$ cat src/eas_map.vh
`ifndef EAS_MAP_VH
`define EAS_MAP_VH
// register indices on the plain register port
`define EAS_REG_MODE      4'h0
`define EAS_REG_WIDTH     4'h1
`define EAS_REG_ASTATE    4'h2
`define EAS_REG_WAITH     4'h3
`define EAS_REG_WAITL     4'h4
`define EAS_REG_SYSCTL    4'h5
`define EAS_REG_PINCFG    4'h6
`define EAS_REG_DIR       4'h7
`define EAS_REG_STATUS    4'h8
// reset values
`define EAS_RST_ASTATE    8'hff
`define EAS_RST_WAIT      8'hff
`define EAS_RST_SYSCTL    8'h01
`define EAS_RST_PINCFG    8'h00
// mode register fields
`define EAS_MODE_BURST    0
// system control fields
`define EAS_SYS_RAM_EN    0
// pin configuration fields
`define EAS_PIN_S167_EN   0
`define EAS_PIN_S25_EN    1
`define EAS_PIN_S17_RT    2
`define EAS_PIN_S36_RT    3
`define EAS_PIN_PF1_S5    4
`define EAS_PIN_PF0_S4    5
// access sizes
`define EAS_SZ_BYTE       2'h0
`define EAS_SZ_WORD       2'h1
`define EAS_SZ_LONG       2'h2
// address map: area is addr[23:21]
`define EAS_ROM_TOP       24'h010000
`define EAS_RAM_BASE      24'hffb000
`define EAS_IO_BASE       24'hffff00
// cycle timing
`define EAS_T2_STATES     3'h1
`define EAS_T3_STATES     3'h2
`endif

$ cat src/eas_area_table.v
`timescale 1ns/1ns
// small per-area table: holds last transfer count per area, registered read
module eas_area_table
(
    // clock and reset
    input  wire       ref_clk_in,
    input  wire       sys_rst_in,
    // write port
    input  wire       wr_en_in,
    input  wire [2:0] wr_idx_in,
    input  wire [7:0] wr_data_in,
    // read port
    input  wire [2:0] rd_idx_in,
    output reg  [7:0] rd_data_out
);
    reg [7:0] mem_q [0:7];
    integer   i;

    // storage and registered read
    always @(posedge ref_clk_in or posedge sys_rst_in)
    begin
        if (sys_rst_in)
        begin
            for (i = 0; i < 8; i = i + 1)
                mem_q[i] <= 8'h00;
            rd_data_out <= 8'h00;
        end
        else
        begin
            if (wr_en_in)
                mem_q[wr_idx_in] <= wr_data_in;
            rd_data_out <= mem_q[rd_idx_in];
        end
    end
endmodule

$ cat src/eas_ctrl.v
// Local design decisions: the placing of the registers and the address-and-strobe port.
`timescale 1ns/1ns
`include "eas_map.vh"
module eas_ctrl
(
    // clock and reset
    input  wire        ref_clk_in,
    input  wire        sys_rst_in,
    // operating mode straps
    input  wire        mode_rom_en_in,
    input  wire        mode_bus8_in,
    // register port
    input  wire [3:0]  reg_addr_in,
    input  wire [7:0]  reg_wdata_in,
    input  wire        reg_wr_in,
    input  wire        reg_rd_in,
    output reg  [7:0]  reg_rdata_out,
    // internal bus master request
    input  wire        req_valid_in,
    input  wire [23:0] req_addr_in,
    input  wire        req_write_in,
    input  wire [1:0]  req_size_in,
    input  wire [31:0] req_wdata_in,
    output reg         req_ready_out,
    output reg  [31:0] req_rdata_out,
    output reg         req_internal_out,
    // external memory pins
    input  wire        wait_n_in,
    input  wire [15:0] ext_data_in,
    output reg  [15:0] ext_data_out,
    output reg         ext_data_hi_oe_out,
    output reg         ext_data_lo_oe_out,
    output reg  [23:0] ext_addr_out,
    output reg         read_strobe_n_out,
    output reg         upper_write_strobe_n_out,
    output reg         lower_write_strobe_n_out,
    output reg  [7:0]  area_select_n_out,
    output reg  [7:0]  area_select_oe_out
);
    localparam ST_IDLE = 2'h0;
    localparam ST_T1   = 2'h1;
    localparam ST_WAIT = 2'h2;
    localparam ST_T3   = 2'h3;

    reg  [7:0]  mode_q, width_q, astate_q, waith_q, waitl_q;
    reg  [7:0]  sysctl_q, pincfg_q, dir_q;
    reg  [1:0]  st_q;
    reg  [2:0]  cnt_q;
    reg  [2:0]  area_q;
    reg  [23:0] addr_q;
    reg  [1:0]  left_q;
    reg  [31:0] wdat_q;
    reg  [31:0] rdat_q;
    reg         write_q, wide_q;
    reg         strap_q;
    reg  [1:0]  wsync_q;
    reg  [15:0] dsync1_q, dsync2_q;

    // bus cycles needed after the first for a transfer
    function [1:0] xfer_count;
        input [1:0] size;
        input       wide;
        begin
            case (size)
                `EAS_SZ_BYTE: xfer_count = 2'h0;
                `EAS_SZ_WORD: xfer_count = wide ? 2'h0 : 2'h1;
                default:      xfer_count = wide ? 2'h1 : 2'h3;
            endcase
        end
    endfunction

    wire [2:0] req_area = req_addr_in[23:21];
    wire area_wide = ~width_q[req_area] |
        (req_area == 3'h0 && mode_q[`EAS_MODE_BURST]);
    wire int_rom = req_area == 3'h0 && mode_rom_en_in &&
        req_addr_in < `EAS_ROM_TOP;
    wire int_ram = req_area == 3'h7 && sysctl_q[`EAS_SYS_RAM_EN] &&
        req_addr_in >= `EAS_RAM_BASE && req_addr_in < `EAS_IO_BASE;
    wire int_io  = req_area == 3'h7 && req_addr_in >= `EAS_IO_BASE;
    wire is_int  = int_rom | int_ram | int_io;
    // wait count, zero for two-state areas
    wire [1:0] wsel = {waith_q[area_q], waitl_q[area_q]};
    wire [2:0] wcnt = astate_q[area_q] ? {1'b0, wsel} : 3'h0;
    reg        word_q;
    // a full word moves only for word or long sizes at an even address
    wire       cyc_word = wide_q & ~addr_q[0] & word_q;
    wire       cyc_hi = ~wide_q | ~addr_q[0];

    // pin enable: direction plus routing bits
    reg [7:0] pin_en;
    always @*
    begin
        pin_en    = dir_q;
        pin_en[1] = dir_q[1] & pincfg_q[`EAS_PIN_S167_EN] &
            pincfg_q[`EAS_PIN_S17_RT];
        pin_en[6] = dir_q[6] & pincfg_q[`EAS_PIN_S167_EN] &
            pincfg_q[`EAS_PIN_S36_RT];
        pin_en[7] = dir_q[7] & pincfg_q[`EAS_PIN_S167_EN] &
            pincfg_q[`EAS_PIN_S17_RT];
        pin_en[2] = dir_q[2] & pincfg_q[`EAS_PIN_S25_EN];
        pin_en[5] = dir_q[5] & pincfg_q[`EAS_PIN_S25_EN] &
            pincfg_q[`EAS_PIN_PF1_S5];
        pin_en[3] = dir_q[3] & pincfg_q[`EAS_PIN_S36_RT];
        pin_en[4] = dir_q[4] & pincfg_q[`EAS_PIN_PF0_S4];
    end

    // strap capture after reset release; a strap cannot meet async reset
    always @(posedge ref_clk_in or posedge sys_rst_in)
    begin
        if (sys_rst_in)
            strap_q <= 1'b0;
        else
            strap_q <= 1'b1;
    end

    // register writes
    always @(posedge ref_clk_in or posedge sys_rst_in)
    begin
        if (sys_rst_in)
        begin
            mode_q   <= 8'h00;
            width_q  <= 8'h00;
            astate_q <= `EAS_RST_ASTATE;
            waith_q  <= `EAS_RST_WAIT;
            waitl_q  <= `EAS_RST_WAIT;
            sysctl_q <= `EAS_RST_SYSCTL;
            pincfg_q <= `EAS_RST_PINCFG;
            dir_q    <= 8'h00;
        end
        else if (!strap_q)
        begin
            width_q <= mode_bus8_in ? 8'hff : 8'h00;
            dir_q   <= mode_rom_en_in ? 8'h00 : 8'h01;
        end
        else if (reg_wr_in)
        begin
            case (reg_addr_in)
                // only area 0 burst bit kept
                `EAS_REG_MODE:   mode_q   <= {7'h00,
                    reg_wdata_in[`EAS_MODE_BURST]};
                `EAS_REG_WIDTH:  width_q  <= reg_wdata_in;
                `EAS_REG_ASTATE: astate_q <= reg_wdata_in;
                `EAS_REG_WAITH:  waith_q  <= reg_wdata_in;
                `EAS_REG_WAITL:  waitl_q  <= reg_wdata_in;
                `EAS_REG_SYSCTL: sysctl_q <= reg_wdata_in;
                `EAS_REG_PINCFG: pincfg_q <= reg_wdata_in;
                `EAS_REG_DIR:    dir_q    <= reg_wdata_in;
                default:         ;
            endcase
        end
    end

    // register reads, one cycle later; unmapped reads zero
    always @(posedge ref_clk_in or posedge sys_rst_in)
    begin
        if (sys_rst_in)
            reg_rdata_out <= 8'h00;
        else if (reg_rd_in)
        begin
            case (reg_addr_in)
                `EAS_REG_MODE:   reg_rdata_out <= mode_q;
                `EAS_REG_WIDTH:  reg_rdata_out <= width_q;
                `EAS_REG_ASTATE: reg_rdata_out <= astate_q;
                `EAS_REG_WAITH:  reg_rdata_out <= waith_q;
                `EAS_REG_WAITL:  reg_rdata_out <= waitl_q;
                `EAS_REG_SYSCTL: reg_rdata_out <= sysctl_q;
                `EAS_REG_PINCFG: reg_rdata_out <= pincfg_q;
                `EAS_REG_DIR:    reg_rdata_out <= dir_q;
                `EAS_REG_STATUS: reg_rdata_out <= {3'h0, area_q,
                    st_q != ST_IDLE, strap_q};
                default:         reg_rdata_out <= 8'h00;
            endcase
        end
        else
            reg_rdata_out <= 8'h00;
    end

    // pin synchronisers; first stage feeds only the second
    always @(posedge ref_clk_in or posedge sys_rst_in)
    begin
        if (sys_rst_in)
        begin
            wsync_q  <= 2'h3;
            dsync1_q <= 16'h0000;
            dsync2_q <= 16'h0000;
        end
        else
        begin
            wsync_q  <= {wsync_q[0], wait_n_in};
            dsync1_q <= ext_data_in;
            dsync2_q <= dsync1_q;
        end
    end

    // bus cycle state machine
    always @(posedge ref_clk_in or posedge sys_rst_in)
    begin
        if (sys_rst_in)
        begin
            st_q <= ST_IDLE;
            cnt_q <= 3'h0;
            area_q <= 3'h0;
            addr_q <= 24'h000000;
            left_q <= 2'h0;
            wdat_q <= 32'h00000000;
            rdat_q <= 32'h00000000;
            write_q <= 1'b0;
            wide_q <= 1'b0;
            word_q <= 1'b0;
            req_ready_out <= 1'b0;
            req_rdata_out <= 32'h00000000;
            req_internal_out <= 1'b0;
            ext_data_out <= 16'h0000;
            ext_data_hi_oe_out <= 1'b0;
            ext_data_lo_oe_out <= 1'b0;
            ext_addr_out <= 24'h000000;
            read_strobe_n_out <= 1'b1;
            upper_write_strobe_n_out <= 1'b1;
            lower_write_strobe_n_out <= 1'b1;
            area_select_n_out <= 8'hff;
            area_select_oe_out <= 8'h00;
        end
        else
        begin
            req_ready_out <= 1'b0;
            req_internal_out <= 1'b0;
            area_select_oe_out <= pin_en;
            case (st_q)
                ST_IDLE:
                begin
                    area_select_n_out <= 8'hff;
                    read_strobe_n_out <= 1'b1;
                    upper_write_strobe_n_out <= 1'b1;
                    lower_write_strobe_n_out <= 1'b1;
                    ext_data_hi_oe_out <= 1'b0;
                    ext_data_lo_oe_out <= 1'b0;
                    // a request still standing beside ready is the old one
                    if (req_valid_in && !req_ready_out && is_int)
                    begin
                        // internal access: no select, answered at once
                        req_ready_out <= 1'b1;
                        req_internal_out <= 1'b1;
                    end
                    else if (req_valid_in && !req_ready_out)
                    begin
                        area_q <= req_area;
                        addr_q <= req_addr_in;
                        wide_q <= area_wide;
                        word_q <= req_size_in != `EAS_SZ_BYTE;
                        write_q <= req_write_in;
                        left_q <= xfer_count(req_size_in, area_wide);
                        // left-align so the first unit sits in the top bits
                        if (req_size_in == `EAS_SZ_BYTE)
                            wdat_q <= {req_wdata_in[7:0], 24'h000000};
                        else if (req_size_in == `EAS_SZ_WORD)
                            wdat_q <= {req_wdata_in[15:0], 16'h0000};
                        else
                            wdat_q <= req_wdata_in;
                        rdat_q <= 32'h00000000;
                        st_q <= ST_T1;
                    end
                end
                ST_T1:
                begin
                    ext_addr_out <= addr_q;
                    area_select_n_out <= ~(8'h01 << area_q);
                    read_strobe_n_out <= write_q;
                    upper_write_strobe_n_out <= ~(write_q & cyc_hi);
                    lower_write_strobe_n_out <= ~(write_q & wide_q &
                        (addr_q[0] | cyc_word));
                    // undriven halves float; reads stay input
                    ext_data_hi_oe_out <= write_q & cyc_hi;
                    ext_data_lo_oe_out <= write_q & wide_q &
                        (addr_q[0] | cyc_word);
                    if (cyc_word)
                        ext_data_out <= wdat_q[31:16];
                    else
                        ext_data_out <= {wdat_q[31:24], wdat_q[31:24]};
                    cnt_q <= wcnt;
                    st_q <= ST_WAIT;
                end
                ST_WAIT:
                begin
                    if (cnt_q != 3'h0)
                        cnt_q <= cnt_q - 3'h1;
                    else if (wsync_q[1] || !astate_q[area_q])
                        st_q <= ST_T3;
                end
                ST_T3:
                begin
                    read_strobe_n_out <= 1'b1;
                    upper_write_strobe_n_out <= 1'b1;
                    lower_write_strobe_n_out <= 1'b1;
                    area_select_n_out <= 8'hff;
                    ext_data_hi_oe_out <= 1'b0;
                    ext_data_lo_oe_out <= 1'b0;
                    if (cyc_word)
                    begin
                        rdat_q <= {rdat_q[15:0], dsync2_q};
                        wdat_q <= {wdat_q[15:0], 16'h0000};
                    end
                    else
                    begin
                        rdat_q <= {rdat_q[23:0], addr_q[0] & wide_q ?
                            dsync2_q[7:0] : dsync2_q[15:8]};
                        wdat_q <= {wdat_q[23:0], 8'h00};
                    end
                    if (left_q == 2'h0)
                    begin
                        req_ready_out <= 1'b1;
                        st_q <= ST_IDLE;
                        if (cyc_word)
                            req_rdata_out <= {rdat_q[15:0], dsync2_q};
                        else
                            req_rdata_out <= {rdat_q[23:0],
                                addr_q[0] & wide_q ? dsync2_q[7:0] :
                                dsync2_q[15:8]};
                    end
                    else
                    begin
                        left_q <= left_q - 2'h1;
                        addr_q <= addr_q + ((wide_q && !addr_q[0]) ?
                            24'h000002 : 24'h000001);
                        st_q <= ST_T1;
                    end
                end
                default:
                    st_q <= ST_IDLE;
            endcase
        end
    end

    // per-area record of left_q at the last external ready, visible to nothing else yet
    eas_area_table u_table
    (
        .ref_clk_in  (ref_clk_in),
        .sys_rst_in  (sys_rst_in),
        .wr_en_in    (req_ready_out & ~req_internal_out),
        .wr_idx_in   (area_q),
        .wr_data_in  ({6'h00, left_q}),
        .rd_idx_in   (area_q),
        .rd_data_out ()
    );
endmodule

$ cat config.mk
export PLATFORM = sky130hd
export DESIGN_NAME = eas_ctrl
export DESIGN_NICKNAME = d
export VERILOG_FILES = /design/src/eas_area_table.v /design/src/eas_ctrl.v
export VERILOG_INCLUDE_DIRS = /design/src
export SDC_FILE = /design/constraint.sdc
export NUM_CORES = 1
export LEC_CHECK = 0
export ABC_AREA = 1
export BUFFER_PORTS_ARGS = -buffer_cell sky130_fd_sc_hd__buf_2
export CORE_UTILIZATION = 64
export CTS_BUF_LIST = sky130_fd_sc_hd__clkbuf_8
export CTS_CLUSTER_DIAMETER = 200
export DETAILED_ROUTE_END_ITERATION = 8
export PLACE_DENSITY = 0.92
export SYNTH_ARGS = -nofsm -noshare
export SYNTH_HDL_FRONTEND = slang
export SYNTH_SLANG_ARGS = --single-unit
export TNS_END_PERCENT = 10
$ cat constraint.sdc
create_clock -name ref_clk_in -period 17.9 [get_ports ref_clk_in]
set_input_delay 3.58 -clock ref_clk_in [delete_from_list [all_inputs] [get_ports ref_clk_in]]
set_output_delay 3.58 -clock ref_clk_in [all_outputs]
set_load 0.02 [all_outputs]
==> results of run 1 <==
==> cells in the final DEF, fill, tap and decap left out, types with 6 or more instances in the layout <==
cell type / netlist / final
nand3_1: 74 / 74
dfrtp_1: 250 / 250
o22ai_1: 10 / 10
nand4_1: 6 / 6
o21ai_0: 195 / 195
clkbuf_8: 0 / 55
nand2_1: 624 / 623
mux2i_1: 10 / 10
dfstp_2: 38 / 38
o21ai_1: 9 / 9
nor2_1: 107 / 107
nor3_1: 11 / 11
buf_2: 27 / 197
inv_1: 124 / 145
ha_1: 9 / 9
a21oi_1: 86 / 86
==> report_power, final <==
group          internal (mW)  switching (mW)  total [mW]
registers              0.863           0.156        1.02
clock network          0.309           0.258       0.567
logic                  0.296           0.697       0.993
==> cells in the mapped netlist (2+ instances only) <==
| cell type | number | area share, % |
|---|---|---|
| a21oi_1 | 86 | 3.2 |
| dfstp_2 | 38 | 7.4 |
| a32o_1 | 4 | 0.30 |
| buf_2 | 27 | 1.0 |
| buf_4 | 10 | 0.56 |
| nand2_4 | 2 | 0.17 |
| inv_1 | 124 | 3.5 |
| nor2_4 | 2 | 0.17 |
| o21ai_0 | 195 | 7.3 |
| o31ai_1 | 3 | 0.17 |
| nand2_1 | 624 | 17 |
| nor2_2 | 3 | 0.14 |
| and2_1 | 3 | 0.14 |
| ha_1 | 9 | 0.84 |
| o21ai_1 | 9 | 0.34 |
| dfrtp_1 | 250 | 47 |
| o21bai_1 | 4 | 0.22 |
| o211ai_1 | 2 | 0.11 |
| nor2_1 | 107 | 3.0 |
| or2_0 | 5 | 0.23 |
| nor3_1 | 11 | 0.41 |
| a31oi_1 | 5 | 0.23 |
| clkbuf_1 | 29 | 0.81 |
| o22ai_1 | 10 | 0.47 |
| buf_6 | 3 | 0.25 |
| nand4_1 | 6 | 0.28 |
| buf_1 | 3 | 0.084 |
| nand2_2 | 3 | 0.14 |
| or2_2 | 5 | 0.23 |
| mux2i_1 | 10 | 0.75 |
| nand3_1 | 74 | 2.8 |
| inv_2 | 2 | 0.056 |
==> routing by layer <==
layer	part of all wire, %	up-vias	wire, um
met1	41	5737	14520
met3	7.8	99	2742
met5	0	-	0
met2	47	591	16550
li1	-	5755	-
met4	3.8	0	1323
==> path summary, 6_finish.rpt <==
path,start,end,slack (ps)
worst min-delay path,dsync1_q[14],dsync2_q[14],350
worst max-delay path,reg_addr_in[0],width_q[1],12920
min in group asynchronous,sys_rst_in,req_rdata_out[7],3130
worst max register to register,st_q[1],addr_q[8],14790
worst min register to register,dsync1_q[14],dsync2_q[14],350
max in group asynchronous,sys_rst_in,ext_addr_out[6],13340
==> per-stage QoR <==
stage,std cells,setup WS [ps],instance area (um^2),hold WS [ps]
5_1_grt,2166,12710,15390,359.3
6_report,2166,12920,15390,347.9
3_5_place_dp,2081,12420,14450,334.7
4_1_cts,2165,13000,15390,349.1
3_3_place_gp,2081,12520,14450,333.1
2_1_floorplan,1682,6434,13430,331.2
==> critical path: cells and delay by family <==
| kind | cells | cell delay, ps |
|---|---|---|
| AND/OR/NAND/NOR | 5 | 1240 |
| buffers and inverters | 3 | 470 |
| AO/OA/AOI/OAI | 1 | 160 |
==> logic make-up after synthesis <==
group | count (synthesis) | share of synthesized area, %
AO/OA/AOI/OAI | 326 | 12.82
adder cells (fa/ha/maj) | 9 | 0.8382
buffers and inverters | 201 | 6.343
flip-flops | 288 | 54.00
multiplexers | 10 | 0.7451
other | 1 | 0.02791
AND/OR/NAND/NOR | 847 | 25.22
==> layout make-up <==
cell class / count / area [um^2]
well taps: 270 / 337.8
clock buffers: 55 / 757.0
diodes: 1 / 2.502
repair buffers: 202 / 1036
multi-input cells: 1193 / 5330
inverters: 128 / 490.5
fillers: 1510 / 5035
flip-flops and latches: 288 / 7254
clock inverters: 29 / 186.4
==> flip-flops by register name (all words and copies together), names as in the netlist, 16 cells and up <==
name,flops
req_rdata_out,32
wdat_q,32
addr_q,24
ext_addr_out,24
rdat_q,24
dsync1_q,16
dsync2_q,16
ext_data_out,16
==> results.json, run 1 <==
{
  "status": "finished clean",
  "cp_slowest_cell": "nor2_1",
  "numCtsBuffers": 46,
  "htree_levels": 2,
  "final_util_pct": 75.36,
  "cts_resized": 0,
  "die_width_um": 146.9,
  "cts_hold_buf": 0,
  "insertion_delay_ps": 570,
  "cpPeakStageDelay_ps": 560,
  "numPortBuffers": 197,
  "fin_crit_ps": 4976,
  "first_pass_iters": 6,
  "grt_overflow_total": 0,
  "max-vdd-ir-drop_uv": 115.3,
  "via_per_inst": 5.624,
  "setup-tns-final_ps": 0,
  "gp_congestion": 0.9378,
  "vias": 12180,
  "drt-total-wl_mm": 35.14,
  "grt.busiest_layer": "met2",
  "drc_errors": 0,
  "synth_edf_count": 0,
  "cts.sink_count": 288,
  "fp-row-count": 52,
  "worst_pin_slew_ps": 1139,
  "leakagePower_nw": 7.977,
  "hpwl_mm": 23.91,
  "grt_start_max_net_pins": 189,
  "postCtsSetupBuffers": 0,
  "cts_max_path_buffers": 3,
  "io_pins": 198,
  "hold_class": "flop to flop",
  "setup_viol": 0,
  "cap_violations": 0,
  "start_util_pct": 65.76,
  "met3_usage_pct": 5.217,
  "finalPower_mw": 2.580,
  "synth.avg_cell_area_um2": 7.987,
  "fin_worst_skew_ps": 25.02,
  "rsz0062_at_grt": "no",
  "grt_pass1_wl_mm": 57.35,
  "final_antenna_net_count": 0,
  "syn_to_final_growth_pct": 14.59,
  "use_met2_pct": 52.63,
  "die-area_mm2": 0.02157,
  "cts_tree": "done",
  "required_ps": 18380,
  "syn_area_mm2": 0.01343,
  "final_nets": 1963,
  "crit_path_frequent_cell": "nor2_1",
  "worst-path-max-fanout": 15,
  "cts_root_buf": "clkbuf_8",
  "grt_pass1_vias": 11820,
  "first_iter_violations": 1280,
  "async_flop_share_pct": 100.0,
  "coreArea_mm2": 0.02043,
  "ys_seq_elements": 288,
  "use_met1_pct": 45.23,
  "drive_above_1_share_pct": 17.10,
  "cts.clk_slew.worst_paths_ps": 60,
  "wl_per_cell_um": 16.22,
  "yosysSeqAreaShare_pct": 54.00,
  "power_density_mw_per_mm2": 167.6,
  "fp.dieH_um": 146.9,
  "worstRegToRegCells": 7,
  "antenna_found_initial": 1,
  "finalCritPeriodShare_pct": 27.80,
  "cp-end-kind": "flop",
  "synth_ff_type": "dfrtp_1",
  "max_freq_mhz": 201.0,
  "hold_viol_final": 0,
  "synth_nets": 1786,
  "worstSetupPathType": "primary input to flop",
  "syn_inst": 1682,
  "arrival_ps": 5450,
  "crit_chain": "buf_2 -> inv_1 -> nor2_1 -> nand2_1 -> nor2_1 -> nor2_1 -> inv_1 -> nor2_1 -> a31oi_1",
  "worstHoldPathCells": 0,
  "report.final.slew_viol_count": 0,
  "synthDistinctLibCells": 46,
  "slew_headroom_pct": 23.79,
  "startpoint_type": "primary input",
  "yosysWarnings": 0,
  "groute.usage.overall_pct": 33.29
}
No activity file was read; power rests on OpenSTA's default activity.
==> inputs of run 2 (changes only) <==
--- a/config.mk
+++ b/config.mk
@@ -8,11 +8,11 @@
 export LEC_CHECK = 0
 export ABC_AREA = 1
 export BUFFER_PORTS_ARGS = -buffer_cell sky130_fd_sc_hd__buf_2
-export CORE_UTILIZATION = 64
+export CORE_UTILIZATION = 59
 export CTS_BUF_LIST = sky130_fd_sc_hd__clkbuf_8
 export CTS_CLUSTER_DIAMETER = 200
 export DETAILED_ROUTE_END_ITERATION = 8
-export PLACE_DENSITY = 0.92
+export PLACE_DENSITY = 0.86
 export SYNTH_ARGS = -nofsm -noshare
 export SYNTH_HDL_FRONTEND = slang
 export SYNTH_SLANG_ARGS = --single-unit
==> constraint.sdc (replaced) <==
create_clock -name ref_clk_in -period 4.8 [get_ports ref_clk_in]
set_input_delay 0.96 -clock ref_clk_in [delete_from_list [all_inputs] [get_ports ref_clk_in]]
set_output_delay 0.96 -clock ref_clk_in [all_outputs]
set_load 0.02 [all_outputs]
==> run 2 against run 1 <==
Net effect: utilization down 5.1 points; count of clock-buffer cells in the layout is 12 higher; critical endpoint is now left_q[0]; setup slack worse by 11000 ps; largest power group unchanged.
==> results.json, run 2 (synthesis results as in run 1) <==
{
  "finalCritPeriodShare_pct": 63.87,
  "arrival_ps": 3550,
  "grt_pass1_vias": 11420,
  "fin_worst_skew_ps": 19.36,
  "finalPower_mw": 9.702,
  "hold_viol_final": 0,
  "drt-total-wl_mm": 34.79,
  "htree_levels": 2,
  "required_ps": 5290,
  "wl_per_cell_um": 15.94,
  "grt_overflow_total": 0,
  "cts_root_buf": "clkbuf_8",
  "numPortBuffers": 197,
  "fin_ws_ps": 1734,
  "fp.dieH_um": 152.9,
  "cts.clk_slew.worst_paths_ps": 60,
  "max-vdd-ir-drop_uv": 421.9,
  "most-common-layout-cells": "nand2_1 (623), dfrtp_1 (250), buf_2 (197), o21ai_0 (195), inv_1 (136)",
  "fin_crit_ps": 3066,
  "hpwl_mm": 24.01,
  "worst-path-max-fanout": 62,
  "drive_above_1_share_pct": 17.88,
  "final_nets": 1968,
  "slew_headroom_pct": 28.13,
  "postCtsSetupBuffers": 0,
  "cts_resized": 0,
  "numCtsBuffers": 48,
  "final_antenna_net_count": 0,
  "worstSetupPathType": "flop to flop",
  "first_pass_iters": 7,
  "antenna_found_initial": 1,
  "via_per_inst": 5.497,
  "drc_errors": 0,
  "worst_pin_slew_ps": 1074,
  "status": "finished clean",
  "fp-row-count": 54,
  "first_iter_violations": 1193,
  "cts_tree": "done",
  "power_density_mw_per_mm2": 625.1,
  "syn_to_final_growth_pct": 15.53,
  "max_freq_mhz": 326.2,
  "cap_violations": 0,
  "setup_viol": 0,
  "rsz0062_at_grt": "no",
  "layout_commonest_cell": "nand2_1",
  "grt_pass1_wl_mm": 56.55,
  "cp-end-kind": "flop",
  "place_ws_ps": 1812,
  "cts.sink_count": 288,
  "io_pins": 198,
  "grt_start_max_net_pins": 112,
  "leakagePower_nw": 8.009,
  "report.final.slew_viol_count": 0,
  "setup-tns-final_ps": 0,
  "hold_class": "flop to flop",
  "groute.usage.overall_pct": 30.14,
  "gp_congestion": 0.9443,
  "startpoint_type": "flop",
  "start_util_pct": 60.81,
  "cts_max_path_buffers": 3,
  "reg_top3": "req_rdata_out (32), wdat_q (32)",
  "insertion_delay_ps": 560,
  "coreArea_mm2": 0.02209,
  "die_width_um": 152.9,
  "cts_hold_buf": 0,
  "die-area_mm2": 0.02338,
  "vias": 12000
}
## run 2: cell types whose count changed in the layout (fill, tap and decap cells not counted)
cell and change:
clkinvlp_4 +1, buf_12 +1, clkinv_8 -1, clkinv_2 +2, clkbuf_8 +12, inv_8 -1
bufinv_16 -2, inv_1 -9, buf_4 +2, inv_6 +1, clkinv_4 +1
## run 2: report_power, final
| part | internal, mW | switching [mW] |
|---|---|---|
| clock network | 1.25 | 0.981 |
| logic | 1.11 | 2.58 |
| registers | 3.22 | 0.565 |
| total | 5.57 | 4.13 |
## run 2: cell type report
class	count	area, um^2
Antenna cell	1	2.502
Clock buffer	67	922.1
Clock inverter	21	103.9
Fill cell	1839	6573
Inverter	128	486.7
Multi-Input combinational cell	1193	5330
Sequential cell	288	7254
Tap cell	280	350.3
Timing Repair Buffer	205	1071
## run 2: worst max-delay path, stage by stage (launching register included)
cell and delay [ps]:
dfrtp_1 440, ha_1 200, buf_4 280, nand2_2 100, buf_4 470, inv_1 200
nor2_1 210, a21boi_2 850, nand2_1 140, nand2_1 100
## run 2: metal layers
metal	vias up	share of wire, %	routed length, um	GRT usage [%]
li1	5776	-	-	-
met1	5635	43	14940	41.48
met2	507	47	16240	47.64
met3	82	7.2	2493	5.330
met4	0	3.2	1114	12.41
met5	-	0	0	0
## run 2: worst paths after layout
check | startpoint | slack (ps) | cells after the start | endpoint
max in group asynchronous | sys_rst_in | 3210 | 3 | rdat_q[12]
min | dsync1_q[14] | 340 | 0 | dsync2_q[14]
min reg2reg | dsync1_q[14] | 340 | 0 | dsync2_q[14]
max reg2reg | st_q[1] | 1730 | 9 | left_q[0]
max | st_q[1] | 1730 | 9 | left_q[0]
min in group asynchronous | sys_rst_in | 550 | 2 | addr_q[22]
## run 2: stage by stage
step	area [um^2]	instances	hold slack (ps)	utilization (%)
3_5_place_dp	14490	2094	334.7	65.60
3_3_place_gp	14490	2094	333.0	65.60
4_1_cts	15520	2182	346.8	70.24
2_1_floorplan	13440	1682	331.2	-
6_report	15520	2183	343.2	70.25
5_1_grt	15520	2183	354.0	70.25
